<file path="config.mk">
export PLATFORM = sky130hd
export DESIGN_NAME = pcih_initiator
export DESIGN_NICKNAME = d
export VERILOG_FILES = /design/src/core/pcih_pkg.sv /design/src/core/pcih_initiator.sv /design/src/core/pcih_fifo.sv
export SDC_FILE = /design/constraint.sdc
export NUM_CORES = 1
export LEC_CHECK = 0
export ABC_CLOCK_PERIOD_IN_PS = 13200
export BUFFER_PORTS_ARGS = -buffer_cell sky130_fd_sc_hd__buf_2
export CAP_MARGIN = 20
export CORE_MARGIN = 10
export CORE_UTILIZATION = 58
export DETAILED_ROUTE_END_ITERATION = 7
export PLACE_DENSITY = 0.87
export RECOVER_POWER = 25
export SETUP_SLACK_MARGIN = 0.02
export SYNTH_ARGS = -nofsm -noshare
export SYNTH_HDL_FRONTEND = slang
export SYNTH_HIERARCHICAL = 1
export SYNTH_SLANG_ARGS = --single-unit
</file>
<file path="constraint.sdc">
create_clock -name sys_clk -period 13.2 [get_ports sys_clk]
set_clock_uncertainty 0.15 [all_clocks]
set_input_delay 1.32 -clock sys_clk [delete_from_list [all_inputs] [get_ports sys_clk]]
set_output_delay 1.32 -clock sys_clk [all_outputs]
set_load 0.02 [all_outputs]
</file>
<file path="src/core/pcih_pkg.sv">
// Summary of operation
// - drive sustained line high before releasing it
// - wait one clock after release before driving
// - central resource pulls sustained lines up
// - address phase then one or more data phases (initiator here always issues exactly one)
// - address phase carries 32-bit physical address
// - data lanes little endian, byte 0 lowest
// - command in address phase, byte enables after
// - parity even over data and byte enables
// - parity valid one clock after phase
// - data moves only when both readies low
// - stop from target ends the transaction
// - bus signals sampled on rising clock edge
// - request bus and wait for grant
package pcih_pkg;
   localparam int DATA_W = 32;
   localparam int BE_W = 4;
   localparam int FIFO_DEPTH = 8;
   localparam logic [3:0] CMD_IO_RD = 4'h2;
   localparam logic [3:0] CMD_IO_WR = 4'h3;
   localparam logic [3:0] CMD_MEM_RD = 4'h6;
   localparam logic [3:0] CMD_MEM_WR = 4'h7;
   localparam logic [3:0] CMD_CFG_RD = 4'hA;
   localparam logic [3:0] CMD_CFG_WR = 4'hB;
   localparam logic [3:0] DEVSEL_TIMEOUT = 4'h5;

   typedef enum logic [2:0] {
      ST_IDLE = 3'b000,
      ST_REQ  = 3'b001,
      ST_ADDR = 3'b011,
      ST_DATA = 3'b010,
      ST_PARK = 3'b110,
      ST_TURN = 3'b111
   } pcih_state_type;

   typedef struct packed {
      logic [3:0] cmd;
      logic [31:0] addr;
      logic [31:0] data;
      logic [3:0] byteEnN;
   } pcih_req_type;

   typedef struct packed {
      logic [31:0] data;
      logic ok;
   } pcih_resp_type;

   typedef struct packed {
      logic [31:0] adOut;
      logic [3:0] cbeOut;
      logic parOut;
      logic adOe;
      logic parOe;
      logic frameOut;
      logic irdyOut;
      logic ctlOe;
   } pcih_pins_type;
endpackage

</file>
<file path="src/core/pcih_initiator.sv">
`timescale 1ns/1ps
module pcih_initiator (
   input wire logic sys_clk,
   input wire logic resetn,
   input wire logic reqValid,
   output logic reqReady,
   input wire pcih_pkg::pcih_req_type reqData,
   output logic respValid,
   output pcih_pkg::pcih_resp_type respData,
   output logic busReqN,
   output logic busReqOe,
   input wire logic busGntN,
   input wire logic [31:0] adIn,
   input wire logic frameInN,
   input wire logic irdyInN,
   input wire logic trdyInN,
   input wire logic stopInN,
   input wire logic devselInN,
   output logic [31:0] adOut,
   output logic [3:0] cbeOutN,
   output logic parOut,
   output logic adOe,
   output logic parOe,
   output logic frameOutN,
   output logic irdyOutN,
   output logic ctlOe,
   output logic idselOut
);
   localparam int QW = $bits(pcih_pkg::pcih_req_type);

   typedef struct packed {
      pcih_pkg::pcih_state_type state;
      pcih_pkg::pcih_req_type cur;
      pcih_pkg::pcih_pins_type pins;
      logic [3:0] waitCnt;
      logic respValid;
      pcih_pkg::pcih_resp_type resp;
      logic busReq;
   } pcih_init_state_type;

   pcih_init_state_type st, next_st;
   logic qValid, qPop;
   pcih_pkg::pcih_req_type qData;
   logic [QW-1:0] qRaw;

   pcih_fifo #(.WIDTH(QW), .DEPTH(pcih_pkg::FIFO_DEPTH)) reqQueue (
      .sys_clk(sys_clk),
      .resetn(resetn),
      .inValid(reqValid),
      .inReady(reqReady),
      .inData(reqData),
      .outValid(qValid),
      .outReady(qPop),
      .outData(qRaw)
   );
   assign qData = pcih_pkg::pcih_req_type'(qRaw);

   function automatic logic evenPar(input logic [31:0] ad, input logic [3:0] cbe);
      evenPar = ^{ad, cbe};
   endfunction

   function automatic logic isWrite(input logic [3:0] cmd);
      isWrite = cmd[0];
   endfunction

   always_comb
   begin
      next_st = st;
      qPop = 1'b0;
      next_st.respValid = 1'b0;
      // parity trails the lanes by one clock
      next_st.pins.parOut = evenPar(st.pins.adOut, st.pins.cbeOut);
      next_st.pins.parOe = st.pins.adOe;
      case (st.state)
         pcih_pkg::ST_IDLE:
         begin
            if (qValid)
            begin
               next_st.busReq = 1'b1;
               next_st.state = pcih_pkg::ST_REQ;
            end
         end
         pcih_pkg::ST_REQ:
         begin
            if (!busGntN && frameInN && irdyInN)
            begin
               qPop = 1'b1;
               next_st.cur = qData;
               next_st.pins.adOut = qData.addr;
               next_st.pins.cbeOut = qData.cmd;
               next_st.pins.adOe = 1'b1;
               next_st.pins.ctlOe = 1'b1;
               next_st.pins.frameOut = 1'b1;
               next_st.busReq = 1'b0;
               next_st.state = pcih_pkg::ST_ADDR;
            end
         end
         pcih_pkg::ST_ADDR:
         begin
            // single data phase: frame drops as it begins
            next_st.pins.frameOut = 1'b0;
            next_st.pins.irdyOut = 1'b1;
            next_st.pins.cbeOut = st.cur.byteEnN;
            next_st.pins.adOut = st.cur.data;
            next_st.pins.adOe = isWrite(st.cur.cmd);
            next_st.waitCnt = '0;
            next_st.state = pcih_pkg::ST_DATA;
         end
         pcih_pkg::ST_DATA:
         begin
            next_st.waitCnt = st.waitCnt + 1'b1;
            if (!irdyInN && !trdyInN)
            begin
               next_st.respValid = 1'b1;
               next_st.resp.ok = 1'b1;
               next_st.resp.data = isWrite(st.cur.cmd) ? st.cur.data : adIn;
               next_st.pins.irdyOut = 1'b0;
               next_st.pins.adOe = 1'b0;
               next_st.state = pcih_pkg::ST_PARK;
            end
            else if (!stopInN || (devselInN && st.waitCnt == pcih_pkg::DEVSEL_TIMEOUT))
            begin
               next_st.respValid = 1'b1;
               next_st.resp = '0;
               next_st.pins.irdyOut = 1'b0;
               next_st.pins.adOe = 1'b0;
               next_st.state = pcih_pkg::ST_PARK;
            end
         end
         pcih_pkg::ST_PARK:
         begin
            // lines held high one clock, then released
            next_st.pins.ctlOe = 1'b0;
            next_st.state = pcih_pkg::ST_TURN;
         end
         pcih_pkg::ST_TURN:
         begin
            next_st.state = pcih_pkg::ST_IDLE;
         end
         default:
         begin
            next_st.state = pcih_pkg::ST_IDLE;
         end
      endcase
   end

   always_ff @(posedge sys_clk)
   begin
      if (!resetn)
      begin
         st <= '0;
      end
      else
      begin
         st <= next_st;
      end
   end

   assign adOut = st.pins.adOut;
   assign cbeOutN = st.pins.cbeOut;
   assign parOut = st.pins.parOut;
   assign adOe = st.pins.adOe && resetn;
   assign parOe = st.pins.parOe && resetn;
   assign frameOutN = !st.pins.frameOut;
   assign irdyOutN = !st.pins.irdyOut;
   assign ctlOe = st.pins.ctlOe && resetn;
   assign busReqN = !st.busReq;
   // request pin is tri-state, never wired-or; this agent has no wake output
   assign busReqOe = resetn;
   // select follows the launched command only, never a stale one while waiting for grant
   assign idselOut = st.state != pcih_pkg::ST_IDLE && st.state != pcih_pkg::ST_REQ
      && st.cur.cmd[3:1] == 3'h5;
   assign respValid = st.respValid;
   assign respData = st.resp;
endmodule // pcih_initiator

</file>
<file path="src/core/pcih_fifo.sv">
`timescale 1ns/1ps
module pcih_fifo #(
   parameter int WIDTH = 72,
   parameter int DEPTH = 8
) (
   input wire logic sys_clk,
   input wire logic resetn,
   input wire logic inValid,
   output logic inReady,
   input wire logic [WIDTH-1:0] inData,
   output logic outValid,
   input wire logic outReady,
   output logic [WIDTH-1:0] outData
);
   localparam int AW = $clog2(DEPTH);
   typedef struct packed {
      logic [AW:0] wrPtr;
      logic [AW:0] rdPtr;
   } pcih_fifo_state_type;
   pcih_fifo_state_type st, next_st;
   logic [WIDTH-1:0] mem [DEPTH];
   logic full, empty;

   assign empty = st.wrPtr == st.rdPtr;
   assign full = (st.wrPtr[AW-1:0] == st.rdPtr[AW-1:0]) && (st.wrPtr[AW] != st.rdPtr[AW]);
   assign inReady = !full;
   assign outValid = !empty;
   assign outData = mem[st.rdPtr[AW-1:0]];

   always_comb
   begin
      next_st = st;
      if (inValid && !full)
      begin
         next_st.wrPtr = st.wrPtr + 1'b1;
      end
      if (outReady && !empty)
      begin
         next_st.rdPtr = st.rdPtr + 1'b1;
      end
   end

   always_ff @(posedge sys_clk)
   begin
      if (!resetn)
      begin
         st <= '0;
      end
      else
      begin
         st <= next_st;
      end
   end

   always_ff @(posedge sys_clk)
   begin
      if (inValid && !full)
      begin
         mem[st.wrPtr[AW-1:0]] <= inData;
      end
   end
endmodule // pcih_fifo

</file>
==> run summary, run 1 <==
===================================================================================
Effective utilization at floorplan                                            58.4%
Share of total power in the clock network                                     40.7%
P&R area growth vs syn                                                        10.7%
Setup CP Type                                                            reg -> out
Maximum Capacitance Violations                                                    0
Port Buffer Count                                                               192
Critical Path Max Stage Delay                                               0.95 ns
Final total negative setup slack                                               0 ns
Final net count                                                                1834
Overflow after GRT                                                                0
Antenna violations before repair                                                 12
Final Max Slew Viols                                                              0
DR pass1 iterations                                                               6
Final number of hold-violating endpoints                                          0
Global-route wire length before repair                                      98.4 mm
Remaining antenna violation count after routing                                   0
Most used standard cell by instance count after synthesis                  edfxtp_1
Fraction of final layout cells with drive strength greater than 1             30.1%
I/O pin count                                                                   193
Pin count of the biggest net entering global routing                             77
Final non-filler cell area                                               0.0315 mm²
Share of the core filled with cells in the final layout                       64.7%
Data arrival time at the worst-slack endpoint                               2.76 ns
Outcome                                                                finished clean
Number of buffers created by CTS                                                 67
Fraction of registers with async set/reset                                       0%
Synth Register Bits                                                             711
Yosys warning total                                                               6
Count of vias placed by the detailed router                                   15100
Worst slew margin                                                             26.2%
Die Area                                                                 0.0583 mm²
CTS H-tree lvls                                                                   3
Maximum ir drop on the vdd rail                                           0.0923 mV
Critical path peak fanout                                                        12
Number of placed cells counting well taps                                      2311
Number of gates resized after CTS                                                 0
Sinks on the clock net                                                          711
Main area contributors after synthesis                                 edfxtp_1, mux4_2, dfxtp_1, mux2_4, buf_4
Cell row count                                                                   81
Remaining routing DRC violations                                                  0
Synthesized netlist cell count                                                 1592
Count of placed standard cells in the final layout, fillers left out           2434
Slowest cell on the critical path                                            nor4_2
HPWL after detailed placement                                               37.5 mm
Static leakage                                                              10.2 nW
Clock transition at the registers of the reported paths                     0.06 ns
Die H                                                                        242 µm
Setup fix buffers added after clock tree synthesis                                0
Max Root-Sink Buffers                                                             3
Cell type contributing the most total cell area after synthesis            edfxtp_1
Required arrival time at the worst endpoint                                11.73 ns
TritonCTS clock tree                                                          built
Core footprint                                                           0.0487 mm²
Pwr per Cell Area                                                        145 mW/mm²
# setup viols final                                                               0
Number of unique standard cell types used by synthesis                           55
Routed via count divided by cell count                                         6.19
Floorplan die width                                                          242 µm
Sw Share                                                                      20.8%
Via count of the first global-routing pass                                    15500
Class of the worst hold path                                             reg -> reg
List of most frequent post-synthesis cells                             edfxtp_1, mux4_2, nand2_1
Overall Power                                                               4.56 mW
Switching Power                                                            0.946 mW
Critical Path Start Type                                                       flop
First DRT Iteration DRCs                                                       1619
Min Tclk post-route                                                         4.23 ns
Type of destination of the critical path                                output port
Slew at the pin closest to its max-slew limit                               1.11 ns
Share of the yosys chip area belonging to registers                           70.3%
Crit path cell chain                                                   xor2_2, nor4_2, inv_1, buf_2
Wirelength per Cell                                                         26.9 µm
Synth Cell Area                                                          0.0285 mm²
RePlAce Congestion                                                            0.760
Hold-fix buffer count after cts                                                   0
Aggregate global-route resource usage                                         22.1%
Count of flip-flops with a built-in enable after synthesis                      576
Reg power frac                                                                54.8%
Fraction of synthesized cell area taken by the top area cell type             60.8%
Average cell area after synthesis                                          17.9 µm²
Primary flip-flop cell chosen by synthesis mapping                         edfxtp_1
Part of the power in combinational logic                                       4.5%
Cell-internal power                                                         3.61 mW
Highest achievable clock rate                                               236 MHz
Number of fillers in the final layout                                          3076
Master cell of the clock root buffer                                      clkbuf_16
Insertion delay of the later-clocked pin in the worst-skew pair             0.59 ns
Period Utilization, post-route                                                32.1%
RSZ-0062 raised after global routing                                          false
Cell area reported after detailed placement                              0.0295 mm²
Wirelength, routed                                                          65.4 mm
Mapped Nets                                                                    1709
===================================================================================
## state kept, by name, indices dropped and copies added, names as in the netlist, named ones only
signal,cells
cbeOutN,4
parOut,1
reqQueue/st,8
respValid,1
adOut,32
respData,33
next_st,1
reqQueue/mem,576
st,52
## worst max-delay path, delay by kind of cell, from the launching register on
kind                   cells  cell delay (ns)
buffers and inverters      2             0.29
AND/OR/NAND/NOR            1             0.95
flip-flops                 1             0.67
XOR/XNOR                   1             0.27
## cell families after synthesis
kind of cell / after synthesis / share of synthesized area, %
muxes: 260 / 16.7
buffers and inverters: 172 / 3.86
DFF: 711 / 70.3
xor gates and xnor gates: 40 / 1.43
and+or+nand+nor: 238 / 3.74
adders and majority gates: 4 / 0.176
AOI/OAI and AO/OA: 167 / 3.80
## power by group through the flow
stage	registers [mW]	clock network (mW)	logic (mW)
after floorplan	2.54	0	0.132
after global routing	2.50	1.96	0.218
after CTS	2.50	1.87	0.206
after detailed placement	2.54	0	0.203
after global placement	2.54	0	0.195
final	2.50	1.85	0.204
## layout make-up
cell class | count | area (µm²) | share of cell area (%)
multi-input combinational | 709 | 7420 | 23.5
clock inverter | 19 | 184 | 0.584
clock buffer | 101 | 1920 | 6.08
antenna | 2 | 5.00 | 0.0159
timing repair buffer | 219 | 1110 | 3.53
inverter | 9 | 37.5 | 0.119
tap | 664 | 831 | 2.64
sequential | 711 | 20000 | 63.5
## cells in the final DEF (no fill, tap or decap), types with 4 or more instances in the layout
cell and instances:
edfxtp_1 576, mux4_2 144, nand2_1 140, buf_2 136, dfxtp_1 131, a21oi_1 82
clkbuf_1 81, clkbuf_16 69, a22oi_1 63, mux2_4 60, nor2_1 46, mux2_2 44
xnor2_1 29, buf_4 26, mux2i_1 12, nand2b_1 8, a31oi_1 7, inv_1 7
clkbuf_8 7, clkinv_2 6, xor2_1 5, nor3_1 5, clkinv_1 5, o21ai_0 4
and2_1 4, ha_1 4, nor4b_2 4
## final timing paths
check	startpoint	to	slack, ns	cells after the start
setup / recovery	reqQueue/st[6]	reqReady	8.97	4
hold / removal	st[152]	st[152]	0.31	2
setup reg to reg	flop	adOut[5]	9.60	6
hold reg to reg	st[152]	st[152]	0.31	2
## stage by stage
step / hold slack [ns] / worst slack (ns)
after global routing: 0.332 / 8.83
after detailed placement: 0.301 / 9.06
after CTS: 0.309 / 8.95
final: 0.310 / 8.97
after floorplan: 0.286 / 3.50
after global placement: 0.293 / 9.13
## routing by layer
metal	vias up	track usage (%)	share of wire, %
met5	-	0	0.23
met4	18	8.19	2.7
met3	137	5.51	9.6
met2	812	36.2	50
met1	7715	28.3	38
li1	6386	-	-
No activity file was read; power rests on OpenSTA's default activity.
==> run 2, diff against run 1 <==
--- a/config.mk
+++ b/config.mk
@@ -5,13 +5,13 @@
 export SDC_FILE = /design/constraint.sdc
 export NUM_CORES = 1
 export LEC_CHECK = 0
-export ABC_CLOCK_PERIOD_IN_PS = 13200
+export ABC_CLOCK_PERIOD_IN_PS = 3500
 export BUFFER_PORTS_ARGS = -buffer_cell sky130_fd_sc_hd__buf_2
 export CAP_MARGIN = 20
 export CORE_MARGIN = 10
-export CORE_UTILIZATION = 58
+export CORE_UTILIZATION = 54
 export DETAILED_ROUTE_END_ITERATION = 7
-export PLACE_DENSITY = 0.87
+export PLACE_DENSITY = 0.85
 export RECOVER_POWER = 25
 export SETUP_SLACK_MARGIN = 0.02
 export SYNTH_ARGS = -nofsm -noshare
==> constraint.sdc (replaced) <==
create_clock -name sys_clk -period 3.5 [get_ports sys_clk]
set_clock_uncertainty 0.15 [all_clocks]
set_input_delay 0.35 -clock sys_clk [delete_from_list [all_inputs] [get_ports sys_clk]]
set_output_delay 0.35 -clock sys_clk [all_outputs]
set_load 0.02 [all_outputs]
==> run summary, run 2 (same netlist as run 1, synthesis figures left out) <==
===================================================================================
Number of placed cells counting well taps                                      2340
Period Utilization, post-route                                                92.8%
Setup slack, reg-to-reg                                                     0.59 ns
Maximum Capacitance Violations                                                    0
Slew at the pin closest to its max-slew limit                               1.07 ns
Port Buffer Count                                                               192
P&R area growth vs syn                                                        16.4%
TritonCTS clock tree                                                          built
Final Max Slew Viols                                                              0
Data arrival time at the worst-slack endpoint                               2.75 ns
Type of destination of the critical path                                output port
Maximum ir drop on the vdd rail                                            0.335 mV
Required arrival time at the worst endpoint                                 3.00 ns
Antenna violations before repair                                                  9
CTS H-tree lvls                                                                   3
Fraction of final layout cells with drive strength greater than 1             30.0%
Outcome                                                                finished clean
Sinks on the clock net                                                          711
DR pass1 iterations                                                               6
RSZ-0062 raised after global routing                                          false
Final non-filler cell area                                               0.0331 mm²
Commonest non-fill, non-tap cells in the layout                        edfxtp_1, buf_2, mux4_2
Via count of the first global-routing pass                                    16300
Cell row count                                                                   84
Effective utilization at floorplan                                            54.4%
Global-route wire length before repair                                       105 mm
Overflow after GRT                                                                0
Master cell of the clock root buffer                                      clkbuf_16
Insertion delay of the later-clocked pin in the worst-skew pair             0.60 ns
Final number of hold-violating endpoints                                          0
Share of the core filled with cells in the final layout                       63.3%
Remaining routing DRC violations                                                  0
Final net count                                                                1933
Setup CP Type                                                            reg -> out
Class of the worst hold path                                              in -> reg
Most common cell after layout, fill and taps aside                         edfxtp_1
Count of vias placed by the detailed router                                   15500
Worst slew margin                                                             28.5%
Die H                                                                        250 µm
Core footprint                                                           0.0523 mm²
# setup viols final                                                               0
Floorplan die width                                                          250 µm
Pwr per Cell Area                                                        546 mW/mm²
Number of gates resized after CTS                                                 0
Critical Path Start Type                                                       flop
Routed via count divided by cell count                                         6.05
Remaining antenna violation count after routing                                   0
Multi-input gate area                                                   0.00753 mm²
Highest achievable clock rate                                               308 MHz
Critical path peak fanout                                                        12
FF+latch area                                                            0.0200 mm²
Wirelength, routed                                                          69.3 mm
Pin count of the biggest net entering global routing                             81
Flip-flop count of the largest register after layout                            576
Clock transition at the registers of the reported paths                     0.07 ns
Static leakage                                                              10.9 nW
Cell area reported after detailed placement                              0.0299 mm²
First DRT Iteration DRCs                                                       1825
HPWL after detailed placement                                               39.7 mm
Number of fillers in the final layout                                          3372
I/O pin count                                                                   193
Die Area                                                                 0.0623 mm²
Number of buffers created by CTS                                                 66
Hold_ws                                                                   0.0276 ns
Count of placed standard cells in the final layout, fillers left out           2561
Min Tclk post-route                                                         3.25 ns
Setup fix buffers added after clock tree synthesis                                0
Wirelength per Cell                                                         27.1 µm
Max Root-Sink Buffers                                                             3
Aggregate global-route resource usage                                         21.9%
RePlAce Congestion                                                            0.791
===================================================================================
[run 2: cell types whose count changed in the layout (fill, tap and decap cells not counted), sizes merged]
cell         previous run  this run
buf                   163       178
bufinv                  2        12
clkbuf                157       138
clkinv                 14        15
diode                   2         5
dlygate4sd3             0        95
inv                    12        10
[run 2: per-stage QoR]
step                power, mW  setup TNS [ns]  worst slack, ns
CTS                      18.2               0            0.107
detailed placement       10.4               0            0.633
global route             18.6               0            0.118
global placement         10.3               0            0.698
finish                   18.1               0            0.253
floorplan                10.1         -161.75           -0.407
[run 2: repair_timing]
| action | 4_1_cts | 5_1_grt |
|---|---|---|
| hold endpoints to repair | 600 | 0 |
| hold buffers | 95 | 0 |
| setup endpoints to repair | 0 | 1 |
[run 2: path summary, 6_finish.rpt]
| path | from | endpoint | cells after the start |
|---|---|---|---|
| worst max register to register | reqQueue/st[6] | reqQueue/mem[7][16] | 4 |
| worst min register to register | st[151] | st[151] | 2 |
| worst min-delay path | adIn[17] | respData[18] | 4 |
| worst max-delay path | reqQueue/st[6] | reqReady | 4 |
[run 2: area by class of cell]
| class | instances | share of cell area [%] |
|---|---|---|
| flip-flops and latches | 711 | 60.4 |
| multi-input cells | 709 | 22.7 |
| repair buffers | 319 | 7.02 |
| clock buffers | 92 | 5.78 |
| well taps | 688 | 2.60 |
| clock inverters | 28 | 1.32 |
| inverters | 9 | 0.109 |
| diodes | 5 | 0.0378 |
[run 2: critical path: stages (launching register included)]
cell and delay (ns):
dfxtp_1 0.87, xor2_4 0.24, nor4_4 0.75, inv_1 0.09, buf_2 0.20
[run 2: metal layers]
layer,GRT usage [%],part of all wire [%],wire length (µm)
met3,5.20,9.4,6540
met5,0,0.088,61
met1,27.7,37,25800
met2,36.0,50,34700
met4,8.94,3.3,2270
[run 2: power breakdown]
| part | internal [mW] | switching, mW |
|---|---|---|
| registers | 9.33 | 0.0996 |
| clock network | 4.72 | 3.06 |
| logic | 0.404 | 0.500 |
==> run 3, diff against run 2 <==
--- a/config.mk
+++ b/config.mk
@@ -12,7 +12,6 @@
 export CORE_UTILIZATION = 54
 export DETAILED_ROUTE_END_ITERATION = 7
 export PLACE_DENSITY = 0.85
-export RECOVER_POWER = 25
 export SETUP_SLACK_MARGIN = 0.02
 export SYNTH_ARGS = -nofsm -noshare
 export SYNTH_HDL_FRONTEND = slang
==> run summary, run 3 (same netlist as run 1, synthesis figures left out) <==
====================================================================================
Critical Path Max Stage Delay                                                0.86 ns
Share of the core filled with cells in the final layout                        63.4%
Pin count of the biggest net entering global routing                              81
Maximum ir drop on the vdd rail                                             0.339 mV
Highest achievable clock rate                                                308 MHz
Crit path cell chain                                                    xor2_4, nor4_4, inv_1, buf_2
Outcome                                                                 finished clean
Final non-filler cell area                                                0.0332 mm²
Startpoint of the tightest hold check path                                  adIn[17]
Share of total power in the clock network                                      42.9%
Setup slack, reg-to-reg                                                      0.60 ns
Static leakage                                                               11.0 nW
Cell area reported after detailed placement                               0.0299 mm²
Final worst setup slack                                                     0.257 ns
Class of the worst hold path                                               in -> reg
I/O pin count                                                                    193
Family of cells with the greatest summed delay on the critical path       flip-flops
# setup viols final                                                                0
Insertion delay of the later-clocked pin in the worst-skew pair              0.60 ns
Period Utilization, post-route                                                 92.7%
Worst slack, placed                                                         0.633 ns
Count of placed standard cells in the final layout, fillers left out            2561
Required arrival time at the worst endpoint                                  3.00 ns
Path depth of the worst reg2reg path                                               4
Critical path peak fanout                                                         12
Overall Power                                                                18.1 mW
Min Tclk post-route                                                          3.24 ns
Number of fillers in the final layout                                           3340
Port Buffer Count                                                                192
Wirelength, routed                                                           69.1 mm
Max Root-Sink Buffers                                                              3
Reg power frac                                                                 52.1%
Aggregate global-route resource usage                                          21.9%
Number of buffers created by CTS                                                  66
Fraction of final layout cells with drive strength greater than 1              32.4%
Wirelength per Cell                                                          27.0 µm
Via count of the first global-routing pass                                     16300
Pwr per Cell Area                                                         546 mW/mm²
Remaining routing DRC violations                                                   0
HPWL after detailed placement                                                39.7 mm
Core footprint                                                            0.0523 mm²
Most common cell after layout, fill and taps aside                          edfxtp_1
Final Max Slew Viols                                                               0
Slowest cell on the critical path                                            dfxtp_1
Sinks on the clock net                                                           711
Hold Crit Depth                                                                    4
Die Area                                                                  0.0623 mm²
Master cell of the clock root buffer                                       clkbuf_16
Part of the power in combinational logic                                        5.0%
TritonCTS clock tree                                                           built
First DRT Iteration DRCs                                                        1859
Number of placed cells counting well taps                                       2340
Overflow after GRT                                                                 0
Hold_ws                                                                    0.0178 ns
Final net count                                                                 1933
Die H                                                                         250 µm
Effective utilization at floorplan                                             54.4%
Destination of the worst hold path                                      respData[18]
Cell row count                                                                    84
Slew at the pin closest to its max-slew limit                                1.09 ns
Routed via count divided by cell count                                          6.05
Global-route wire length before repair                                        105 mm
RePlAce Congestion                                                             0.791
Critical R2R Launch                                                     reqQueue/st[6]
Flip-flop count of the largest register after layout                             576
Setup CP Type                                                             reg -> out
Worst R2R End                                                           reqQueue/mem[7][16]
Clock transition at the registers of the reported paths                      0.07 ns
Type of destination of the critical path                                 output port
Sw Share                                                                       20.2%
Final total negative setup slack                                                0 ns
Floorplan die width                                                           250 µm
P&R area growth vs syn                                                         16.6%
CTS H-tree lvls                                                                    3
Switching Power                                                              3.66 mW
Count of vias placed by the detailed router                                    15500
Maximum Capacitance Violations                                                     0
Final number of hold-violating endpoints                                           0
Commonest non-fill, non-tap cells in the layout                         edfxtp_1, buf_2, mux4_2
Count of buffering cells on the critical path with inverters included              2
Antenna violations before repair                                                   9
Worst slew margin                                                              27.3%
Remaining antenna violation count after routing                                    0
Critical Path Start Type                                                        flop
DR pass1 iterations                                                                5
Data arrival time at the worst-slack endpoint                                2.74 ns
RSZ-0062 raised after global routing                                           false
Cell-internal power                                                          14.5 mW
====================================================================================
-- run 3: changes by cell type in the layout (fill, tap and decap cells not counted), sizes merged --
cell / change
buf: +46
clkbuf: -46
-- run 3: worst register-to-register path, delay by kind of cell (launching register included) --
| family | cells | cell delay [ns] |
|---|---|---|
| and+or+nand+nor | 2 | 0.84 |
| xor gates and xnor gates | 1 | 0.24 |
| buffers and inverters | 1 | 0.21 |
| DFF | 1 | 0.86 |
-- run 3: worst max path at each step --
stage / from / depth (start not counted) / to / slack, ns
after floorplan: reqQueue/st[4] / 4 / reqQueue/mem[5][0] / -0.41
after global placement: reqQueue/st[6] / 4 / reqQueue/mem[5][16] / 0.70
after detailed placement: reqQueue/st[6] / 4 / reqQueue/mem[1][11] / 0.63
after CTS: reqQueue/st[6] / 4 / reqReady / 0.11
after global routing: reqQueue/st[6] / 4 / reqReady / 0.12
final: reqQueue/st[6] / 4 / reqReady / 0.26
-- run 3: layout make-up --
type | count | area [µm²] | area share [%]
diodes | 5 | 12.5 | 0.0377
clock buffers | 92 | 1920 | 5.77
clock inverters | 28 | 437 | 1.32
inverters | 9 | 36.3 | 0.109
multi-input cells | 709 | 7530 | 22.7
flip-flops and latches | 711 | 20000 | 60.3
well taps | 688 | 861 | 2.59
repair buffers | 319 | 2380 | 7.18
-- run 3: power groups by stage --
stage          Clock, mW  Combinational, mW  Sequential [mW]
6_report            7.78              0.909             9.43
3_5_place_dp           0              0.796             9.60
2_1_floorplan          0              0.516             9.57
3_3_place_gp           0              0.759             9.58
5_1_grt             8.16              0.972             9.44
4_1_cts             7.85              0.907             9.43
-- run 3: repair_timing --
action,CTS,global route
buffers inserted,0,0
hold buffers,95,0
endpoints found under the hold margin,600,0
gates resized for setup,0,0
setup endpoints to repair,0,1
-- run 3: per-layer routing --
| metal | up-vias | GRT usage [%] | routed length, µm |
|---|---|---|---|
| met5 | - | 0 | 61 |
| met4 | 8 | 8.94 | 2300 |
| met3 | 161 | 5.20 | 6550 |
| met2 | 844 | 36.0 | 34600 |
| met1 | 7883 | 27.7 | 25600 |
| li1 | 6591 | - | - |
